### src/pkg/cloc_defines.svh
`ifndef CLOC_DEFINES_SVH
`define CLOC_DEFINES_SVH

// register indices; byte address is four times the index
`define CLOC_IDX_TRIM       8'h74
`define CLOC_IDX_LOAD_ADJ   8'h77
`define CLOC_IDX_SRC_SEL    8'h7c
`define CLOC_IDX_DIV_CTRL   8'h7d
`define CLOC_IDX_OUT_EN     8'h7e
`define CLOC_IDX_SOFT_RST   8'h7f
`define CLOC_IDX_KEY        8'ha0

// security key value (arbitrary)
`define CLOC_KEY_VALUE      16'h5a3c

// field reset values
`define CLOC_RST_LOAD_ADJ   4'h0
`define CLOC_RST_SEL2       2'h0
`define CLOC_RST_SEL3_LOCK  2'h2
`define CLOC_RST_SEL3_FREE  2'h0
`define CLOC_RST_B_DIV      1'h0
`define CLOC_RST_C_DIV      1'h1
`define CLOC_RST_MCLK_DIV   2'h1
`define CLOC_RST_DIV3       1'h0
`define CLOC_FORCE_DIV      1'h1
`define CLOC_FREE_DIV       1'h0
`define CLOC_SEL5_FLL       1'h1
`define CLOC_SEL5_OSC       1'h0
`define CLOC_RST_OE         5'h1f

// strap settle time in cycles after reset release
`define CLOC_INIT_CYCLES    2'h3

`endif

### src/pkg/cloc_pkg.sv
`default_nettype none
package cloc_pkg;

	typedef struct packed {
		logic [1:0] second_output_source;
		logic [1:0] third_output_source;
		logic       fifth_output_source;
		logic       synth_b_output_divider;
		logic       synth_c_output_divider;
		logic [1:0] master_clock_divider;
		logic       third_output_divide;
		logic       second_output_divide;
		logic       fifth_output_divide;
		logic       second_output_enable;
		logic       third_output_enable;
		logic       fifth_output_enable;
		logic [3:0] output_crystal_load_adjust;
		logic [3:0] input_crystal_load_adjust;
	} cloc_cfg_t;

	typedef struct packed {
		logic        psel;
		logic        penable;
		logic        pwrite;
		logic [11:0] paddr;
		logic [31:0] pwdata;
	} cloc_apb_req_t;

	typedef struct packed {
		logic        pready;
		logic [31:0] prdata;
		logic        pslverr;
	} cloc_apb_rsp_t;

endpackage

`default_nettype wire

### src/rtl/cloc_top.sv
// Added by the designer: the APB interface to the registers.
`timescale 1ns/1ps
`default_nettype none
`include "cloc_defines.svh"

// Summary of operation
// - five-bit output crystal trim is filled by hardware, read-only, 8pF plus 0.5pF steps
// - trim read-back is reachable only after the security key is written
// - output crystal load adjust, bits 7:4, signed, 0.5pF steps
// - input crystal load adjust, bits 3:0, signed, defaults to zero
// - second output source: synth_b, gpio_two, oscillator, reserved
// - third output source forced to frequency locked loop while override is low
// - override high: third source defaults to synth_c and is writable
// - fifth source: oscillator at 0, loop at 1; follows strap when override low
// - override low and strap low: fifth source forced to 1, writes rejected
// - strap high or override high: fifth source defaults to 0, writable
// - synth_b output divider: 0 halves, 1 quarters; default 0
// - synth_c output divider: 0 halves, 1 quarters; default 1
// - master clock divider: 1, 2, 4, reserved; default divide by two
// - third output divide: 0 passes, 1 halves; default 0
// - second output divide forced to 1 when override low, else default 0 writable
// - fifth output divide forced to 1 when override low, else default 0 writable
// - output enables of second, third, fifth pins default on; 0 tri-states
// - any write to soft reset restores all clocking registers to defaults

module cloc_top
	import cloc_pkg::*;
(
	// clock and reset
	input  wire logic        clk,
	input  wire logic        reset,
	// apb slave
	input  wire logic        psel,
	input  wire logic        penable,
	input  wire logic        pwrite,
	input  wire logic [11:0] paddr,
	input  wire logic [31:0] pwdata,
	output logic             pready,
	output logic      [31:0] prdata,
	output logic             pslverr,
	// straps and trim source
	input  wire logic        clock_lock_override,
	input  wire logic        osc_select_pin,
	input  wire logic [4:0]  trim_code,
	// configuration to the clock tree
	output cloc_cfg_t        cfg
);

	// ------------------------------------------------------------
	// strap synchronisers
	// ------------------------------------------------------------
	logic [1:0] ovd_sync;
	logic [1:0] osc_sync;
	logic       ovd;
	logic       strap;

	always_ff @(posedge clk or posedge reset) begin
		if (reset) begin
			ovd_sync <= 2'h0;
			osc_sync <= 2'h0;
		end else begin
			ovd_sync <= {ovd_sync[0], clock_lock_override};
			osc_sync <= {osc_sync[0], osc_select_pin};
		end
	end

	assign ovd   = ovd_sync[1];
	assign strap = osc_sync[1];

	// ------------------------------------------------------------
	// register state
	// ------------------------------------------------------------
	logic [4:0] trim;
	logic       unlocked;
	logic [1:0] init_cnt;
	logic [3:0] out_adj;
	logic [3:0] in_adj;
	logic [1:0] sel2;
	logic [1:0] sel3;
	logic       sel5;
	logic       b_div;
	logic       c_div;
	logic [1:0] mclk_div;
	logic       div3;
	logic       div2;
	logic       div5;
	logic [4:0] oe;

	logic [4:0] next_trim;
	logic       next_unlocked;
	logic [1:0] next_init_cnt;
	logic [3:0] next_out_adj;
	logic [3:0] next_in_adj;
	logic [1:0] next_sel2;
	logic [1:0] next_sel3;
	logic       next_sel5;
	logic       next_b_div;
	logic       next_c_div;
	logic [1:0] next_mclk_div;
	logic       next_div3;
	logic       next_div2;
	logic       next_div5;
	logic [4:0] next_oe;

	// locks and effective field values
	logic       lock_main;
	logic       lock_sel5;
	logic [1:0] eff_sel3;
	logic       eff_sel5;
	logic       eff_div2;
	logic       eff_div5;

	assign lock_main = ~ovd;
	assign lock_sel5 = ~ovd & ~strap;
	assign eff_sel3  = lock_main ? `CLOC_RST_SEL3_LOCK : sel3;
	assign eff_sel5  = lock_sel5 ? `CLOC_SEL5_FLL : sel5;
	assign eff_div2  = lock_main ? `CLOC_FORCE_DIV : div2;
	assign eff_div5  = lock_main ? `CLOC_FORCE_DIV : div5;

	// ------------------------------------------------------------
	// bus decode
	// ------------------------------------------------------------
	logic        setup;
	logic        wr_en;
	logic [7:0]  idx;
	logic        aligned;
	logic        hit;
	logic [15:0] wd;

	assign setup   = psel & ~penable;
	assign wr_en   = psel & penable & pready & pwrite & ~pslverr;
	assign idx     = paddr[9:2];
	assign aligned = (paddr[1:0] == 2'h0) & (paddr[11:10] == 2'h0);
	assign wd      = pwdata[15:0];

	always_comb begin
		case (idx)
			`CLOC_IDX_TRIM, `CLOC_IDX_LOAD_ADJ, `CLOC_IDX_SRC_SEL, `CLOC_IDX_DIV_CTRL,
			`CLOC_IDX_OUT_EN, `CLOC_IDX_SOFT_RST, `CLOC_IDX_KEY: hit = aligned;
			default: hit = 1'b0;
		endcase
	end

	// ------------------------------------------------------------
	// next state of the registers
	// ------------------------------------------------------------
	always_comb begin
		next_trim     = trim_code;
		next_unlocked = unlocked;
		next_init_cnt = init_cnt;
		next_out_adj  = out_adj;
		next_in_adj   = in_adj;
		next_sel2     = sel2;
		next_sel3     = sel3;
		next_sel5     = sel5;
		next_b_div    = b_div;
		next_c_div    = c_div;
		next_mclk_div = mclk_div;
		next_div3     = div3;
		next_div2     = div2;
		next_div5     = div5;
		next_oe       = oe;
		if (init_cnt != 2'h0) begin
			next_init_cnt = init_cnt - 2'h1;
		end
		if (wr_en) begin
			case (idx)
				`CLOC_IDX_KEY: begin
					next_unlocked = (wd == `CLOC_KEY_VALUE);
				end
				`CLOC_IDX_LOAD_ADJ: begin
					next_out_adj = wd[7:4];
					next_in_adj  = wd[3:0];
				end
				`CLOC_IDX_SRC_SEL: begin
					next_sel2 = wd[6:5];
					if (!lock_main) begin
						next_sel3 = wd[4:3];
					end
					if (!lock_sel5) begin
						next_sel5 = wd[0];
					end
				end
				`CLOC_IDX_DIV_CTRL: begin
					next_b_div    = wd[7];
					next_c_div    = wd[6];
					next_mclk_div = wd[4:3];
					next_div3     = wd[2];
					if (!lock_main) begin
						next_div2 = wd[1];
						next_div5 = wd[0];
					end
				end
				`CLOC_IDX_OUT_EN: begin
					// reserved bits are stored as written; software keeps them set
					next_oe = wd[4:0];
				end
				`CLOC_IDX_SOFT_RST: begin
					next_init_cnt = 2'h1;
				end
				default: begin
				end
			endcase
		end
		// defaults that depend on the straps load once they have settled
		if (init_cnt == 2'h1) begin
			next_out_adj  = `CLOC_RST_LOAD_ADJ;
			next_in_adj   = `CLOC_RST_LOAD_ADJ;
			next_sel2     = `CLOC_RST_SEL2;
			next_sel3     = ovd ? `CLOC_RST_SEL3_FREE : `CLOC_RST_SEL3_LOCK;
			next_sel5     = (ovd | strap) ? `CLOC_SEL5_OSC : `CLOC_SEL5_FLL;
			next_b_div    = `CLOC_RST_B_DIV;
			next_c_div    = `CLOC_RST_C_DIV;
			next_mclk_div = `CLOC_RST_MCLK_DIV;
			next_div3     = `CLOC_RST_DIV3;
			next_div2     = ovd ? `CLOC_FREE_DIV : `CLOC_FORCE_DIV;
			next_div5     = ovd ? `CLOC_FREE_DIV : `CLOC_FORCE_DIV;
			next_oe       = `CLOC_RST_OE;
		end
	end

	always_ff @(posedge clk or posedge reset) begin
		if (reset) begin
			trim     <= 5'h00;
			unlocked <= 1'b0;
			init_cnt <= `CLOC_INIT_CYCLES;
			out_adj  <= `CLOC_RST_LOAD_ADJ;
			in_adj   <= `CLOC_RST_LOAD_ADJ;
			sel2     <= `CLOC_RST_SEL2;
			sel3     <= `CLOC_RST_SEL3_LOCK;
			sel5     <= `CLOC_SEL5_FLL;
			b_div    <= `CLOC_RST_B_DIV;
			c_div    <= `CLOC_RST_C_DIV;
			mclk_div <= `CLOC_RST_MCLK_DIV;
			div3     <= `CLOC_RST_DIV3;
			div2     <= `CLOC_FORCE_DIV;
			div5     <= `CLOC_FORCE_DIV;
			oe       <= `CLOC_RST_OE;
		end else begin
			trim     <= next_trim;
			unlocked <= next_unlocked;
			init_cnt <= next_init_cnt;
			out_adj  <= next_out_adj;
			in_adj   <= next_in_adj;
			sel2     <= next_sel2;
			sel3     <= next_sel3;
			sel5     <= next_sel5;
			b_div    <= next_b_div;
			c_div    <= next_c_div;
			mclk_div <= next_mclk_div;
			div3     <= next_div3;
			div2     <= next_div2;
			div5     <= next_div5;
			oe       <= next_oe;
		end
	end

	// ------------------------------------------------------------
	// read path and bus answer
	// ------------------------------------------------------------
	// answer is prepared in the setup cycle so every bus output is a flop
	logic [15:0] rd;
	logic        next_pready;
	logic [31:0] next_prdata;
	logic        next_pslverr;

	always_comb begin
		rd = 16'h0000;
		case (idx)
			`CLOC_IDX_TRIM:     rd = unlocked ? {11'h000, trim} : 16'h0000;
			`CLOC_IDX_LOAD_ADJ: rd = {8'h00, out_adj, in_adj};
			`CLOC_IDX_SRC_SEL:  rd = {9'h000, sel2, eff_sel3, 2'h0, eff_sel5};
			`CLOC_IDX_DIV_CTRL: rd = {8'h00, b_div, c_div, 1'b0, mclk_div, div3, eff_div2, eff_div5};
			`CLOC_IDX_OUT_EN:   rd = {11'h000, oe};
			`CLOC_IDX_KEY:      rd = {15'h0000, unlocked};
			default:            rd = 16'h0000;
		endcase
		next_pready  = setup;
		next_prdata  = (setup & ~pwrite & hit) ? {16'h0000, rd} : 32'h0000_0000;
		next_pslverr = setup & ~hit;
	end

	always_ff @(posedge clk or posedge reset) begin
		if (reset) begin
			pready  <= 1'b0;
			prdata  <= 32'h0000_0000;
			pslverr <= 1'b0;
		end else begin
			pready  <= next_pready;
			prdata  <= next_prdata;
			pslverr <= next_pslverr;
		end
	end

	// ------------------------------------------------------------
	// configuration outputs
	// ------------------------------------------------------------
	cloc_cfg_t next_cfg;

	always_comb begin
		next_cfg.second_output_source       = sel2;
		next_cfg.third_output_source        = eff_sel3;
		next_cfg.fifth_output_source        = eff_sel5;
		next_cfg.synth_b_output_divider     = b_div;
		next_cfg.synth_c_output_divider     = c_div;
		next_cfg.master_clock_divider       = mclk_div;
		next_cfg.third_output_divide        = div3;
		next_cfg.second_output_divide       = eff_div2;
		next_cfg.fifth_output_divide        = eff_div5;
		next_cfg.second_output_enable       = oe[3];
		next_cfg.third_output_enable        = oe[2];
		next_cfg.fifth_output_enable        = oe[0];
		next_cfg.output_crystal_load_adjust = out_adj;
		next_cfg.input_crystal_load_adjust  = in_adj;
	end

	always_ff @(posedge clk or posedge reset) begin
		if (reset) begin
			cfg <= '0;
		end else begin
			cfg <= next_cfg;
		end
	end

endmodule

`default_nettype wire

### config.mk
export PLATFORM = sky130hd
export DESIGN_NAME = cloc_top
export DESIGN_NICKNAME = d
export VERILOG_FILES = /design/src/pkg/cloc_pkg.sv /design/src/rtl/cloc_top.sv
export VERILOG_INCLUDE_DIRS = /design/src /design/src/pkg
export SDC_FILE = /design/constraint.sdc
export NUM_CORES = 1
export LEC_CHECK = 0
export BUFFER_PORTS_ARGS = -buffer_cell sky130_fd_sc_hd__buf_2
export CAP_MARGIN = 10
export CORE_MARGIN = 2
export CORE_UTILIZATION = 55
export CTS_BUF_LIST = sky130_fd_sc_hd__clkbuf_8
export DETAILED_ROUTE_END_ITERATION = 6
export GPL_ROUTABILITY_DRIVEN = 0
export PLACE_DENSITY = 0.87
export REMOVE_ABC_BUFFERS = 1
export SLEW_MARGIN = 20
export SYNTH_ARGS = -nofsm -noshare
export SYNTH_HDL_FRONTEND = slang
export SYNTH_SLANG_ARGS = --single-unit
### constraint.sdc
create_clock -name clk -period 3.7 [get_ports clk]
set_input_delay 0.185 -clock clk [delete_from_list [all_inputs] [get_ports clk]]
set_output_delay 0.185 -clock clk [all_outputs]
set_load 0.01 [all_outputs]
[After elaboration in Yosys (flattened, before gate mapping)]
Cells that the tools add are included.
Operators by class
  muxes and demuxes: 54
  reduce and logical (&&, ||, !) cells: 18
  add/sub/neg operators: 1
  equal/unequal tests: 10
  bitwise gates (word level): 17
Operators by type and width (number)
  8-bit by 7-bit equality test with 1-bit output, second input constant: 6
  8-bit one-hot mux with 6 select lines: 1
  2-bit two-way mux: 15
  1-bit two-way mux: 27
  4-bit two-way mux: 6
  5-bit two-way mux: 4
  16-bit by 15-bit equality test with 1-bit output, second input constant: 1
  2-bit nonzero test: 7
  1-bit bitwise AND: 10
  2-bit AND reduction: 5
  3-bit AND reduction: 3
  8-bit equality test, second input constant: 1
  8-bit two-way mux: 1
  7-bit OR reduction: 1
  1-bit NOT: 6
  2-bit logical NOT: 2
  2-bit by 1-bit equality test with 1-bit output, second input constant: 1
  2-bit by 1-bit != test with 1-bit output, second input constant: 1
  2-bit by 1-bit subtractor with 2-bit output, second input constant: 1
  1-bit bitwise OR: 1
Storage, ports and cells
  output and inout port bits: 57
  word-level logic and storage cells: 134
  register bits: 70

[Logic depth before layout (Yosys ltp)]
  word-level depth: 6
  gate-level depth with buffers: 6
  gate-level depth less buffers: 4

[Worst setup path after synthesis]
OpenSTA, ideal clock, no wires.
  path kind: register -> register
  start: reg pslverr
  end: reg init_cnt[1]
  period minus slack after synthesis: 1.403 ns
  data arrival time: 1.324 ns
  buffers on the path: 1
  cell stages (with the launch flop): 6
  setup time: 0.078 ns
  path slack: 2.297 ns
  path through: dfrtp_1 > and4b_1 > and2_1 > clkbuf_1 > nand4_1 > and3_1
Between the ends
  cells in the longest elaborated chain, start to end: 3
RTL lines
  start, declared: line cloc_top.sv:40  | output logic pslverr,
  start signal, assigned: line cloc_top.sv:291  | pslverr <= next_pslverr;
  1-bit NOT: line cloc_top.sv:131  | assign wr_en = psel & penable & pready & pwrite & ~pslverr;
  1-bit bitwise AND: line cloc_top.sv:131
  2-bit two-way mux: line cloc_top.sv:166  | if (wr_en) begin
  named net next_init_cnt[1]: line cloc_top.sv:91  | logic [1:0] next_init_cnt;
  end signal, assigned: line cloc_top.sv:226  | init_cnt <= `CLOC_INIT_CYCLES;
  end signal, assigned: line cloc_top.sv:242  | init_cnt <= next_init_cnt;
  end, declared: line cloc_top.sv:75  | logic [1:0] init_cnt;
The timed path passes the listed nets, and every way through them passes these cells.
A chain may end at the register's enable or synchronous reset.

[Worst setup path after layout]
  start: reg pslverr
  end: reg out_adj[3]
Between the ends
  cells in the longest elaborated chain, start to end: 4
RTL lines
  1-bit NOT: line cloc_top.sv:131
  1-bit bitwise AND: line cloc_top.sv:131
  2-bit nonzero test (no source line)
  2-bit AND reduction (no source line)
  end signal, assigned: line cloc_top.sv:227  | out_adj <= `CLOC_RST_LOAD_ADJ;
  end signal, assigned: line cloc_top.sv:243  | out_adj <= next_out_adj;
  end, declared: line cloc_top.sv:76  | logic [3:0] out_adj;
Every way passes these cells.

==> results by group <==
Outcome
  • Run status: finished with violations
  • Failing checks: hold timing

Drt
  • DR vias: around 2600
  • Drt initial violations: around 330
  • Residual DRC: 0
  • Vias per cell: roughly 5.8
  • Remaining antenna violation count after routing: 0
  • DR pass1 iterations: 5
  • Routed WL: 7818 um
  • Detail-routed net length per standard cell: between 15 and 20 um

Worst setup path
  • Max FO, Critical Path: 8
  • Crit path kind: reg2reg
  • Critical path capture point type: flop
  • Critical path arrival: between 1.5 and 2 ns
  • Critical Path Start Type: flop
  • Reg-to-reg slack, setup: around 2.0 ns
  • Critical Path RT: a little under 4 ns

Timing
  • Tightest Pin Transition: 0.8859 ns
  • RSZ-0062 raised after global routing: false
  • Hold Vio Cnt, Final: 15
  • F_max: slightly below 600 MHz
  • Layout Skew: a little over 0.005 ns
  • Setup-failing EPs final: 0
  • Worst hold margin: -0.006677 ns
  • Crit share post-route: 0.4531
  • Min Clock Period, post-route: ~1.7 ns
  • Sum Neg Setup Slack: 0 ns
  • Max-slew headroom: 0.4087
  • Pins over their slew limit: 0

Synthesis
  • Yosys top cell by area: dfrtp_1
  • Ys flop type: dfrtp_1
  • Post-synth top cells: dfrtp_1 (57), buf_4 (26), o21ai_0 (24)
  • Synthesized instance count: 290
  • Synth unique cells: 46
  • Ys async rst share: 1.000
  • Synth Cell Area: 0.003201 mm2
  • Area share of the largest cell type after synthesis: 0.4457
  • Most common cell in the netlist: dfrtp_1
  • Synth top area cells: dfrtp_1 (45%), dfstp_2 (11%), buf_4 (6.1%)
  • Register area share after synthesis: 0.5524
  • Syn avg cell area: about 11 um2
  • Synth Warn #: 0
  • Post-synth EDFFs: 0
  • Seq cells post-synth: 70

Floorplanning
  • Row cnt: 27
  • Initial Util: 0.5742
  • Die area: approximately 0.0064 mm2
  • Core Region: around 0.0056 mm2
  • Die Wd: approximately 80 um
  • Die Y: around 80 um
  • I/O pin count: approximately 110

CTS
  • H-tree levels: 3
  • Post-CTS setup buffer count: 0
  • CTS Buffer Depth: 2
  • Post_cts resized: 0
  • Clock latency on the worst-skew pair: between 0.3 and 0.4 ns
  • CTS tree: yes
  • CTS Sinks: 70
  • Clock slew seen by the registers of the worst setup and hold paths: 0.07 ns
  • Hold Buf Count CTS: 7
  • CTS Buf Count: 9
  • Root Driver: clkbuf_8

Place
  • I/O Buffers: between 70 and 80
  • Post-DP HPWL: just over 5000 um
  • Post-Place Cells: 420
  • Placed Area: around 0.0035 mm2

Layout
  • Filler cell count: between 400 and 500
  • Share of layout cells above drive strength 1: 0.2992
  • Area Growth Syn to Fin: 18.84%
  • # diodes: 0
  • Nets: 422
  • Layout Cell Area excl Fill: about 0.0038 mm2
  • Fin cells: between 400 and 500

Min path
  • Hold crit path type: in2async

Job
  • Max-cap viol count: 0

Pwr
  • Maximum VDD drop: between 0.0002 and 0.0003 V
  • Pwr Density: 420.2 mW/mm2
  • Tot Pwr: 0.001598 W
  • Leakage power total: between 1.5 and 2 nW

GRT
  • First-pass GRT wire length: roughly 12000 um
  • Gr usage total: 0.2556
  • Vias in the first global route: between 2000 and 2500
  • Largest net degree at the start of global routing: 54
  • Overflow after GRT: 0
  • Antenna violations before repair: 0
-- per-layer routing --
layer	wire length, um	up-vias	share of wire	global-route usage
li1	-	1148	-	-
met1	3133	1237	0.40	0.3398
met2	3818	166	0.49	0.4017
met3	694	25	0.089	0.06292
met4	172	0	0.022	0.1051
met5	0	-	0	0
-- per-stage QoR --
stage | util | hold slack, ns | setup slack, ns
after floorplan | - | 0.2164 | 1.768
after global placement | 0.6276 | 0.2936 | 1.782
after detailed placement | 0.6276 | 0.2943 | 1.776
after CTS | 0.6822 | 0.1090 | 2.091
after global routing | 0.6824 | 0.06353 | 1.994
final | 0.6824 | -0.006677 | 2.024
-- state kept, by name (all words and copies together), names as in the netlist --
register  count
pslverr       1
div2          1
div3          1
b_div         1
pready        1
out_adj       4
osc_sync      2
unlocked      1
oe            5
trim          5
cfg          23
prdata        8
c_div         1
sel5          1
sel2          2
div5          1
in_adj        4
sel3          2
init_cnt      2
ovd_sync      2
mclk_div      2
-- kinds of logic after synthesis --
family / Yosys count / synth area share
AND/OR/NAND/NOR: 99 / 0.2076
flip-flops: 70 / 0.5524
AO/OA/AOI/OAI: 66 / 0.1267
buffers and inverters: 46 / 0.08757
multiplexers: 7 / 0.02189
XOR/XNOR: 1 / 0.002737
other: 1 / 0.001172
-- critical path: stages, from the launching register on --
cell	delay (ns)
dfrtp_1	0.41
and4b_1	0.33
nand4_1	0.32
o21ai_0	0.38
a21oi_1	0.12
-- worst paths after layout --
kind,startpoint,endpoint,cells after the start
max,pslverr,out_adj[3],4
min,reset,prdata[6],2
min in group clk,pwdata[5],out_adj[1],3
max reg2reg,pslverr,out_adj[3],4
min reg2reg,ovd_sync[0],ovd_sync[1],0
max in group asynchronous,reset,cfg[9],3
-- cells in the final DEF (no fill, tap or decap), types with 3 or more instances in the layout --
cell type | netlist | layout
dfstp_2 | 13 | 13
inv_1 | 7 | 7
nor2b_1 | 3 | 3
nand2_1 | 12 | 12
a21boi_0 | 4 | 4
dfrtp_1 | 57 | 57
and4b_1 | 5 | 5
nand3_1 | 12 | 12
clkbuf_8 | 0 | 12
nand2b_1 | 6 | 6
nand4_1 | 8 | 8
nor4_1 | 6 | 6
a2bb2oi_1 | 3 | 3
mux2i_1 | 7 | 7
o21ai_0 | 24 | 24
nor2_1 | 11 | 11
nor3_1 | 4 | 4
and2_1 | 3 | 3
nand3b_1 | 10 | 10
dlygate4sd3_1 | 0 | 7
a21oi_1 | 19 | 19
nor4bb_1 | 3 | 3
conb_1 | 1 | 24
a31oi_1 | 7 | 7
and3_1 | 5 | 5
buf_2 | 8 | 72
-- area by class of cell --
type	count	area (um2)	share of cell area
well taps	72	90.09	0.02368
repair buffers	81	445.4	0.1171
multi-input cells	197	1239	0.3257
inverters	7	27.53	0.007237
clock inverters	4	68.82	0.01809
flip-flops and latches	70	1768	0.4648
clock buffers	12	165.2	0.04342
-- where the power goes --
group	leakage, nW	total [W]	internal, W	switching [W]
Sequential	0.858	0.000780	0.000774	0.00000606
Clock	0.124	0.000707	0.000431	0.000276
Combinational	0.854	0.000111	0.0000380	0.0000734
Note: power is estimated with default switching activity, not from simulation.
